`src/core/pwr_clk_pkg.sv`:
```
// Package with register map, field layout and types for the power saving clock manager
package pwr_clk_pkg;

  // Register offsets on the plain register port
  localparam logic [3:0] OSC_CTRL_OFS   = 4'h0;  // Oscillator control register
  localparam logic [3:0] CLK_DIV_OFS    = 4'h1;  // Clock divider register
  localparam logic [3:0] PERIPH_DIS_OFS = 4'h2;  // Peripheral disable bits
  localparam logic [3:0] PM_CTRL_OFS    = 4'h3;  // Power manager control
  localparam logic [3:0] PM_STAT_OFS    = 4'h4;  // Power manager status

  // Field positions
  localparam int NEW_OSC_LSB   = 8;   // New oscillator select bits 10:8
  localparam int CUR_OSC_LSB   = 12;  // Current oscillator bits 14:12
  localparam int SLOW_EN_BIT   = 11;  // Slowdown enable
  localparam int SLOW_RAT_LSB  = 12;  // Slowdown ratio bits 14:12
  localparam int RESTORE_BIT   = 15;  // Restore on interrupt
  localparam int DOG_EN_BIT    = 0;   // Control: watchdog enable
  localparam int CFM_EN_BIT    = 1;   // Control: clock failure monitor enable
  localparam int LOCK_BIT      = 2;   // Control: clock configuration lock

  // Widths and reset values
  localparam int NUM_PERIPH               = 16;
  localparam logic [15:0] PERIPH_PRESENT  = 16'hFFFF;  // Peripherals present in this variant
  localparam logic [15:0] CLK_DIV_RST     = 16'h0000;  // Ratio 1:1, slowdown off
  localparam logic [2:0]  OSC_SEL_RST     = 3'h0;
  localparam logic [15:0] PM_CTRL_RST     = 16'h0000;

  // Power-save instruction operands
  localparam logic PS_OP_SLEEP = 1'b0;
  localparam logic PS_OP_IDLE  = 1'b1;

  // Operating modes
  typedef enum logic [1:0] {
    MODE_RUN,
    MODE_SLEEP,
    MODE_IDLE
  } pm_mode_t;

  // Register port request
  typedef struct packed {
    logic [3:0]  addr;
    logic [15:0] wdata;
    logic        wr;
    logic        rd;
  } reg_req_t;

  // Request from the processor core
  typedef struct packed {
    logic ps_exec;  // Power-save instruction executes this cycle
    logic ps_op;    // Operand: sleep or idle
  } ps_req_t;

  // Clock enables and oscillator controls
  typedef struct packed {
    logic                  sys_clk_en;
    logic                  cpu_clk_en;
    logic [NUM_PERIPH-1:0] periph_clk_en;
    logic                  sys_osc_on;
    logic                  rc_osc_on;
    logic                  cfm_active;
    logic                  watchdog_clear;
  } clk_ctrl_t;

endpackage : pwr_clk_pkg

```
`src/core/power_saving_clock_manager.sv`:
```
// Power saving clock manager: sleep, idle, CPU slowdown and peripheral clock disable
//
// Implementation choices: the plain strobed port and the register addresses.
`timescale 1ns/1ps

// Function
// - Sleep operand stops system clock and halts all execution.
// - Idle operand halts CPU; peripherals keep running on system clock.
// - Sleep shuts the system clock source and on-chip oscillator off.
// - Clock failure monitor is inactive during Sleep.
// - Low-power RC oscillator runs in Sleep when watchdog enabled.
// - Watchdog is cleared before entering Sleep; the registered clear pulse here comes in the first Sleep cycle.
// - Sleep disables system-clocked peripherals; external-clock ones may continue. Here every periph_clk_en bit is forced low in Sleep.
// - Sleep exits on enabled interrupt, any reset or watchdog time-out.
// - Wake from Sleep keeps the clock source active at entry.
// - Idle entry clears the watchdog; system clock stays active.
// - In Idle, RC oscillator runs if watchdog or failure monitor enabled.
// - Idle wake reapplies CPU clock at once.
// - Interrupt during power-save instruction deferred until entry completes, then wakes.
// - Slowdown divides CPU clock only; system and peripheral clocks stay full.
// - Slowdown enabled by bit 11 of clock divider register.
// - Bits 14:12 select ratio 1:1 to 1:128, default 1:1.
// - Restore-on-interrupt bit 15 makes interrupts return CPU to full speed.
// - Disable bit stops module clocks and blocks its register access. Here only the module clock enable is gated; no register access is blocked.
// - Module enabled only if bit clear and present; reset clear.
// - Disable and enable take effect one instruction cycle later.
// - New oscillator select bits 10:8 writable only when unlocked.
// - Failure monitor enabled keeps RC oscillator on except in Sleep.
module power_saving_clock_manager (
  input  wire logic                   sys_clk_i,
  input  wire logic                   rst_i,
  input  wire pwr_clk_pkg::reg_req_t  reg_req_i,
  output logic [15:0]                 reg_rdata_o,
  input  wire pwr_clk_pkg::ps_req_t   ps_req_i,
  input  wire logic                   irq_pend_i,
  input  wire logic                   watchdog_timeout_i,
  output pwr_clk_pkg::clk_ctrl_t      clk_ctrl_o,
  output pwr_clk_pkg::pm_mode_t       mode_o,
  output logic [2:0]                  cur_osc_o,
  output logic                        wake_o
);
  import pwr_clk_pkg::*;

  pm_mode_t              mode_q;
  logic [2:0]            new_osc_q;
  logic [2:0]            cur_osc_q;
  logic [15:0]           clk_div_q;
  logic [15:0]           pm_ctrl_q;
  logic [NUM_PERIPH-1:0] periph_dis_q;
  logic [NUM_PERIPH-1:0] periph_en_q;
  logic [6:0]            slow_cnt_q;
  logic                  cpu_tick;
  logic                  watchdog_clear_q;
  logic                  wake_q;
  logic                  defer_irq_q;
  logic                  irq_restore;

  // Decode a register write at a given offset
  function automatic logic reg_wr(input reg_req_t r, input logic [3:0] ofs);
    return r.wr && (r.addr == ofs);
  endfunction : reg_wr

  // Divide mask for ratio code: two to the n minus one
  function automatic logic [6:0] ratio_mask(input logic [2:0] code);
    return 7'((8'h01 << code) - 8'h01);
  endfunction : ratio_mask

  // Interrupt restore only acts while slowdown is running
  assign irq_restore = irq_pend_i && clk_div_q[RESTORE_BIT] && clk_div_q[SLOW_EN_BIT];

  // Power mode sequencing
  always_ff @(posedge sys_clk_i or posedge rst_i) begin
    if (rst_i) begin
      mode_q      <= MODE_RUN;
      defer_irq_q <= 1'b0;
      wake_q      <= 1'b0;
    end else begin
      wake_q <= 1'b0;
      unique case (mode_q)
        MODE_RUN: begin
          if (ps_req_i.ps_exec) begin
            mode_q      <= (ps_req_i.ps_op == PS_OP_SLEEP) ? MODE_SLEEP : MODE_IDLE;
            defer_irq_q <= irq_pend_i;
          end
        end
        MODE_SLEEP, MODE_IDLE: begin
          defer_irq_q <= 1'b0;
          if (irq_pend_i || watchdog_timeout_i || defer_irq_q) begin
            mode_q <= MODE_RUN;
            wake_q <= 1'b1;
          end
        end
        default: mode_q <= MODE_RUN;
      endcase
    end
  end

  // Watchdog clear pulse on any power-save entry while the watchdog enable bit is set
  always_ff @(posedge sys_clk_i or posedge rst_i) begin
    if (rst_i) begin
      watchdog_clear_q <= 1'b0;
    end else begin
      watchdog_clear_q <= ps_req_i.ps_exec && (mode_q == MODE_RUN) && pm_ctrl_q[DOG_EN_BIT];
    end
  end

  // Oscillator control; the current source survives Sleep unchanged
  always_ff @(posedge sys_clk_i or posedge rst_i) begin
    if (rst_i) begin
      new_osc_q <= OSC_SEL_RST;
      cur_osc_q <= OSC_SEL_RST;
    end else begin
      if (reg_wr(reg_req_i, OSC_CTRL_OFS) && !pm_ctrl_q[LOCK_BIT]) begin
        new_osc_q <= reg_req_i.wdata[NEW_OSC_LSB +: 3];
      end
      if (mode_q == MODE_RUN) begin
        cur_osc_q <= new_osc_q;
      end
    end
  end

  // Power manager control register
  always_ff @(posedge sys_clk_i or posedge rst_i) begin
    if (rst_i) begin
      pm_ctrl_q <= PM_CTRL_RST;
    end else if (reg_wr(reg_req_i, PM_CTRL_OFS)) begin
      pm_ctrl_q <= {13'h0000, reg_req_i.wdata[2:0]};
    end
  end

  // Clock divider register; interrupt restore clears slowdown
  always_ff @(posedge sys_clk_i or posedge rst_i) begin
    if (rst_i) begin
      clk_div_q <= CLK_DIV_RST;
    end else begin
      if (reg_wr(reg_req_i, CLK_DIV_OFS)) begin
        clk_div_q <= {reg_req_i.wdata[15:11], 11'h000};
      end
      if (irq_restore) begin
        clk_div_q[SLOW_EN_BIT] <= 1'b0;
      end
    end
  end

  // CPU slowdown divider producing a one-cycle CPU tick
  always_ff @(posedge sys_clk_i or posedge rst_i) begin
    if (rst_i) begin
      slow_cnt_q <= 7'h00;
    end else if (!clk_div_q[SLOW_EN_BIT] || slow_cnt_q >= ratio_mask(clk_div_q[SLOW_RAT_LSB +: 3])) begin
      slow_cnt_q <= 7'h00;
    end else begin
      slow_cnt_q <= slow_cnt_q + 7'h01;
    end
  end

  assign cpu_tick = !clk_div_q[SLOW_EN_BIT] || irq_restore || (slow_cnt_q == 7'h00);

  // Peripheral disable bits, reset clear for present peripherals
  always_ff @(posedge sys_clk_i or posedge rst_i) begin
    if (rst_i) begin
      periph_dis_q <= '0;
    end else if (reg_wr(reg_req_i, PERIPH_DIS_OFS)) begin
      periph_dis_q <= reg_req_i.wdata[NUM_PERIPH-1:0];
    end
  end

  // Module enable follows its disable bit one CPU cycle later
  generate
    for (genvar g = 0; g < NUM_PERIPH; g++) begin : g_periph
      always_ff @(posedge sys_clk_i or posedge rst_i) begin
        if (rst_i) begin
          periph_en_q[g] <= PERIPH_PRESENT[g];
        end else if (cpu_tick) begin
          periph_en_q[g] <= !periph_dis_q[g] && PERIPH_PRESENT[g];
        end
      end
    end
  endgenerate

  // Register read data, one cycle after the read strobe
  always_ff @(posedge sys_clk_i or posedge rst_i) begin
    if (rst_i) begin
      reg_rdata_o <= 16'h0000;
    end else if (reg_req_i.rd) begin
      unique case (reg_req_i.addr)
        OSC_CTRL_OFS:   reg_rdata_o <= {1'b0, cur_osc_q, 1'b0, new_osc_q, 8'h00};
        CLK_DIV_OFS:    reg_rdata_o <= clk_div_q;
        PERIPH_DIS_OFS: reg_rdata_o <= periph_dis_q;
        PM_CTRL_OFS:    reg_rdata_o <= pm_ctrl_q;
        PM_STAT_OFS:    reg_rdata_o <= {14'h0000, mode_q};
        default:        reg_rdata_o <= 16'h0000;
      endcase
    end else begin
      reg_rdata_o <= 16'h0000;
    end
  end

  // Clock and oscillator enables
  always_comb begin
    clk_ctrl_o.sys_clk_en    = (mode_q != MODE_SLEEP);
    clk_ctrl_o.sys_osc_on    = (mode_q != MODE_SLEEP);
    clk_ctrl_o.cpu_clk_en    = (mode_q == MODE_RUN) && cpu_tick;
    clk_ctrl_o.periph_clk_en = (mode_q == MODE_SLEEP) ? '0 : periph_en_q;
    clk_ctrl_o.cfm_active    = pm_ctrl_q[CFM_EN_BIT] && (mode_q != MODE_SLEEP);
    clk_ctrl_o.rc_osc_on     = (mode_q == MODE_SLEEP) ? pm_ctrl_q[DOG_EN_BIT]
                             : (pm_ctrl_q[DOG_EN_BIT] || pm_ctrl_q[CFM_EN_BIT]);
    clk_ctrl_o.watchdog_clear = watchdog_clear_q;
  end

  assign mode_o    = mode_q;
  assign cur_osc_o = cur_osc_q;
  assign wake_o    = wake_q;

endmodule : power_saving_clock_manager

```
`config.mk`:
```
export PLATFORM = sky130hd
export DESIGN_NAME = power_saving_clock_manager
export DESIGN_NICKNAME = d
export VERILOG_FILES = /design/src/core/pwr_clk_pkg.sv /design/src/core/power_saving_clock_manager.sv
export SDC_FILE = /design/constraint.sdc
export NUM_CORES = 1
export LEC_CHECK = 0
export ABC_CLOCK_PERIOD_IN_PS = 7200
export BUFFER_PORTS_ARGS = -buffer_cell sky130_fd_sc_hd__buf_2
export CAP_MARGIN = 20
export CORE_AREA = 2 2 111 113
export CTS_CLUSTER_SIZE = 10
export DETAILED_ROUTE_END_ITERATION = 6
export DIE_AREA = 0 0 113 115
export GPL_TIMING_DRIVEN = 0
export PLACE_DENSITY_LB_ADDON = 0.12
export RECOVER_POWER = 50
export SLEW_MARGIN = 40
export SYNTH_ARGS = -nofsm -noshare
export SYNTH_HDL_FRONTEND = slang
export SYNTH_SLANG_ARGS = --single-unit
```
`constraint.sdc`:
```
create_clock -name sys_clk_i -period 7.2 [get_ports sys_clk_i]
set_input_delay 1.44 -clock sys_clk_i [delete_from_list [all_inputs] [get_ports sys_clk_i]]
set_output_delay 1.44 -clock sys_clk_i [all_outputs]
set_load 0.03 [all_outputs]
```
=== After elaboration in Yosys (flattened, before gate mapping) ===
Index checks and enable logic that the tools add are counted.

* Muxes and demuxes: 15
* Magnitude comparators: 1
* Shifts and indexed selects: 1
* Add/subtract/negate cells: 2
* Reduce and logical (&&, ||, !) cells: 43
* Equal/unequal tests: 9

{| class="wikitable"
|+ Operator list
! cell !! count
|-
| $pmux W16 S5 || 1
|-
| $mux W16 || 2
|-
| $logic_not A1 Y1 || 18
|-
| $mux W12 || 1
|-
| $logic_and A1 B1 Y1 || 11
|-
| $eq A4 B2 Y1 const B || 2
|-
| $add A7 B1 Y7 const B || 1
|-
| $ge A7 B7 Y1 || 1
|-
| $logic_not A7 Y1 || 1
|-
| $mux W7 || 1
|-
| $shl A1 B3 Y7 const A || 1
|-
| $sub A7 B1 Y7 const B || 1
|-
| $logic_or A1 B1 Y1 || 6
|-
| $mux W2 || 3
|-
| $mux W1 || 5
|-
| $eq A4 B1 Y1 const B || 1
|-
| $eq A4 B3 Y1 const B || 1
|-
| $logic_not A4 Y1 || 1
|-
| $ne A2 B2 Y1 const B || 2
|-
| $pmux W2 S2 || 1
|-
| $reduce_and A2 Y1 || 2
|-
| $reduce_bool A2 Y1 || 2
|-
| $eq A2 B1 Y1 const B || 1
|-
| $eq A2 B2 Y1 const B || 1
|-
| 4 further kinds || 4
|}

* Flip-flop bits (word level): 74
* Bits of input ports: 28
* Output and inout bits: 44
* Logic and storage cells: 99

=== Longest topological paths before layout ===
* Depth after elaboration: 5
* Mapped depth: 7
* Depth with buffers taken out: 5

=== Least setup slack after synthesis ===
Ideal clock, no wire load.

* Kind: input-to-output
* Start: input port irq_pend_i
* End: output port clk_ctrl_o[20] in the netlist's numbering
* Path slack: 3578 ps
* Path buffers: 2
* Arrival: 2182 ps
* Stages on the path: 5
* Cell sequence: nand2_1 > o311ai_2 > buf_6 > buf_12 > and2_1

{| class="wikitable"
|+ RTL lines
! item !! line !! text
|-
| from (decl) || power_saving_clock_manager.sv:35 || <nowiki>input wire logic irq_pend_i,</nowiki>
|-
| to (decl) || power_saving_clock_manager.sv:37 || <nowiki>output pwr_clk_pkg::clk_ctrl_t clk_ctrl_o,</nowiki>
|}

==> results by group <==
Worst setup path
  – Slowest Stage Delay on Critical Path: 660 ps
  – CP endpoint kind: output pin
  – CP top delay family: buffers and inverters
  – WP data required: 5760 ps
  – Worst path slowest cell: clkbuf_1
  – CP Cell Sequence: clkbuf_1, nand2_1, o311ai_0, clkbuf_1, clkbuf_1, and2_1, buf_2
  – Crit path kind: primary input to output pin
  – Most frequent CP cell: clkbuf_1
  – CP arrival: between 3000 and 4000 ps
  – Sum of buffers and inverters on the critical path: 4
  – CP Max Fanout: 10
  – CP startpoint kind: primary input

CTS
  – Clock root buffer: clkbuf_16
  – Clock sinks: 74
  – CTS tree: done
  – Clk_lat worst skew: 340 ps
  – # resized after CTS: 0
  – Cts hold-fix bufs: 0
  – Worst-case clock buffer depth: 2
  – Post-CTS Setup Bufs: 0
  – Clock transition at the registers of the reported paths: 60 ps
  – CTS buffer count: 9
  – Total number of H-tree levels: 3

GRT
  – GR Util All Layers: 13.81%
  – First-pass GRT wire length: 13,410 µm
  – Initial antenna violation count: 0
  – Vias in the first global route: 2,464
  – Total grt overflow: 0
  – Largest net degree at the start of global routing: 47

Timing
  – Hold slack: 425.4 ps
  – Setup TNS: 0 ps
  – Final hold violations: 0
  – RSZ-0062 raised after global routing: false
  – Final Cycle Share: 69.15%
  – F_max: 0.2008 GHz
  – Final Max Slew Viols: between 40 and 50
  – Worst Skew: 9.677 ps
  – Final setup violation count: 0
  – Final critical-path required period: 4979 ps
  – Relative slew slack: -65.34%
  – Slack of the critical path: 2221 ps
  – Worst slew pin tran: roughly 2500 ps

Place
  – Post-DP HPWL: between 5000 and 6000 µm
  – Pre-CTS setup slack: approximately 3300 ps
  – PortBufs: 70
  – DP Area: 4003 µm²
  – Gpl congestion: 0.7512

Synthesis
  – Compound-gate portion of the synthesized area: between 7 and 8%
  – Top-area cell type share of the netlist area: 42.24%
  – Top_reg_cell synth: dfrtp_1
  – Largest family of logic cells by synthesized area: multiplexers
  – Leading area contributor after synthesis: dfrtp_1
  – Distinct cells, synth: 44
  – Async SR Flop Fraction: between 90% and 100%
  – Post-Syn Instances: 293
  – Syn_area_per_cell: around 12 µm²
  – Register bit total from synthesis: 74
  – Largest cells by area after synthesis: dfrtp_1 (42%), dfstp_2 (12%), mux2_2 (9.5%)
  – Mux share of post-synthesis cell area: between 15 and 20%
  – Yosys warns: 0
  – Synth Area in XOR/XNOR: 0.7647%
  – Part of the Yosys area used for sequential elements: between 50% and 60%
  – Post-synth EDFFs: 0
  – Syn nets: 332
  – Post-Synth Adder-Cell Area: 4.006%
  – Syn Std Cell Area: 3436 µm²
  – Post-Synth Simple-Gate Area: 11.69%

Floorplan
  – Cell row count: 40
  – Die ar.: 13,000 µm²
  – Die Wd: 113 µm
  – Io pins: 72
  – Starting density of the core: 29.09%
  – Die Y-Extent: 115 µm
  – Total core area: 11,810 µm²

Power and ir drop
  – Leakage power: 2.158 nW
  – Pwr dens: 386.7 nW/µm²
  – Comb pwr share: 35.5%
  – Worst VDD drop: 0.0001880 V
  – Final Total Pwr: 1.643 mW
  – Power Internal: between 1 and 1.5 mW
  – Sw Ratio: a little under two fifths
  – Clock power share: 28.2%
  – NetSw: 0.6112 mW
  – Seq pwr share: 36.3%

Drt
  – Routed vias: 2,388
  – Initial DRC Count: 94
  – Final WL: 8298 µm
  – DR vias/cell: about 4.5
  – DR DRC count: 8
  – Routed Antenna Nets: 0
  – TritonRoute pass-1 iters: 6
  – Routed len/inst: 15.75 µm

Finish
  – Layout cell share with drive strength beyond 1: 35.79%
  – Layout Nets: 414
  – Fillers: around 1,200
  – Diode count: 0
  – Final Cell Area: 4250 µm²
  – Area grow syn2layout: 23.71%

Job
  – Max_cap viols: 1

Status
  – Failing checks: DRC, capacitance limit, slew limit
  – Status: complete, but fails checks

Hold path
  – Hold Path Class: flop to flop
-- metrics by stage --
step	cells	utilization (%)
final	527	35.99
after global routing	527	35.99
after CTS	527	36.50
after detailed placement	511	33.89
after global placement	510	33.61
after floorplan	293	-
-- registers in the layout, indices dropped and copies added, names as in the netlist --
register          count
watchdog_clear_q      1
new_osc_q             3
defer_irq_q           1
periph_en_q          16
periph_dis_q         16
clk_div_q             5
pm_ctrl_q             3
mode_o                2
wake_o                1
cur_osc_o             3
reg_rdata_o          16
slow_cnt_q            7
-- kinds of logic after synthesis --
kind of cell,after synthesis
buf+inv,41
flops,74
fa+ha+maj,11
simple gates,77
xor+xnor,3
compound gates,35
mux,52
-- worst paths after layout --
check,startpoint,endpoint,slack (ps),cells after the start
max in group asynchronous,rst_i,clk_div_q[14],3000,3
hold reg to reg,periph_dis_q[5],periph_en_q[5],430,1
setup / recovery,irq_pend_i,clk_ctrl_o[20],2220,7
min in group asynchronous,rst_i,reg_rdata_o[5],1350,2
hold / removal,periph_dis_q[5],periph_en_q[5],430,1
setup reg to reg,slow_cnt_q[0],periph_en_q[10],4190,7
-- per-layer routing --
layer  up-vias  track usage [%]  part of all wire, %
met5         -                0                    0
met4         0            5.122                  1.6
met3        13            4.533                  5.5
met2        60            20.36                   44
met1      1148            19.00                   49
li1       1167                -                    -
-- synth_stat cells, types with 2 or more instances --
cell	instances
a211oi_1	5
a21o_1	3
a21oi_1	6
a221oi_1	2
a22o_1	2
a22oi_1	2
a2bb2oi_1	3
and2_1	6
and3_1	3
buf_2	3
buf_4	2
clkbuf_1	7
dfrtp_1	58
dfstp_2	16
ha_1	11
inv_1	27
mux2_2	29
mux2i_1	23
nand2_1	15
nand3_1	4
nand3b_1	5
nor2_1	23
nor2b_1	4
nor3_1	5
nor3b_1	2
o21ai_0	4
o22ai_1	3
or3_1	3
xor2_1	2
-- final cells by class --
cell class	count	area, µm²	share of cell area (%)
Sequential cell	74	1872	44.04
Multi-Input combinational cell	178	1368	32.18
Timing Repair Buffer	71	351.6	8.272
Clock buffer	14	274.0	6.447
Tap cell	147	183.9	4.327
Inverter	27	102.6	2.414
Buffer	14	63.81	1.501
Clock inverter	2	35.03	0.8243
-- layout by cell type, fill, tap and decap left out, types with 4 or more instances in the layout --
cell type and instances:
ha_1 11, and2_1 6, mux2i_1 23, clkbuf_1 14, nand3_1 4, a21oi_1 6
nand2_1 15, buf_2 71, o21ai_0 5, a211oi_1 5, clkbuf_16 9, dfrtp_1 58
inv_1 26, nor2b_1 4, nor2_1 23, mux2_2 29, dfstp_2 16, nand3b_1 5
nor3_1 5
-- power by group through the flow --
stage	clock, mW	sequential, mW	combinational [mW]
after floorplan	0	0.619	0.409
after CTS	0.480	0.599	0.607
after detailed placement	0	0.606	0.604
after global routing	0.501	0.611	0.637
after global placement	0	0.605	0.597
final	0.463	0.596	0.584
(Power assumes the default switching activity.)
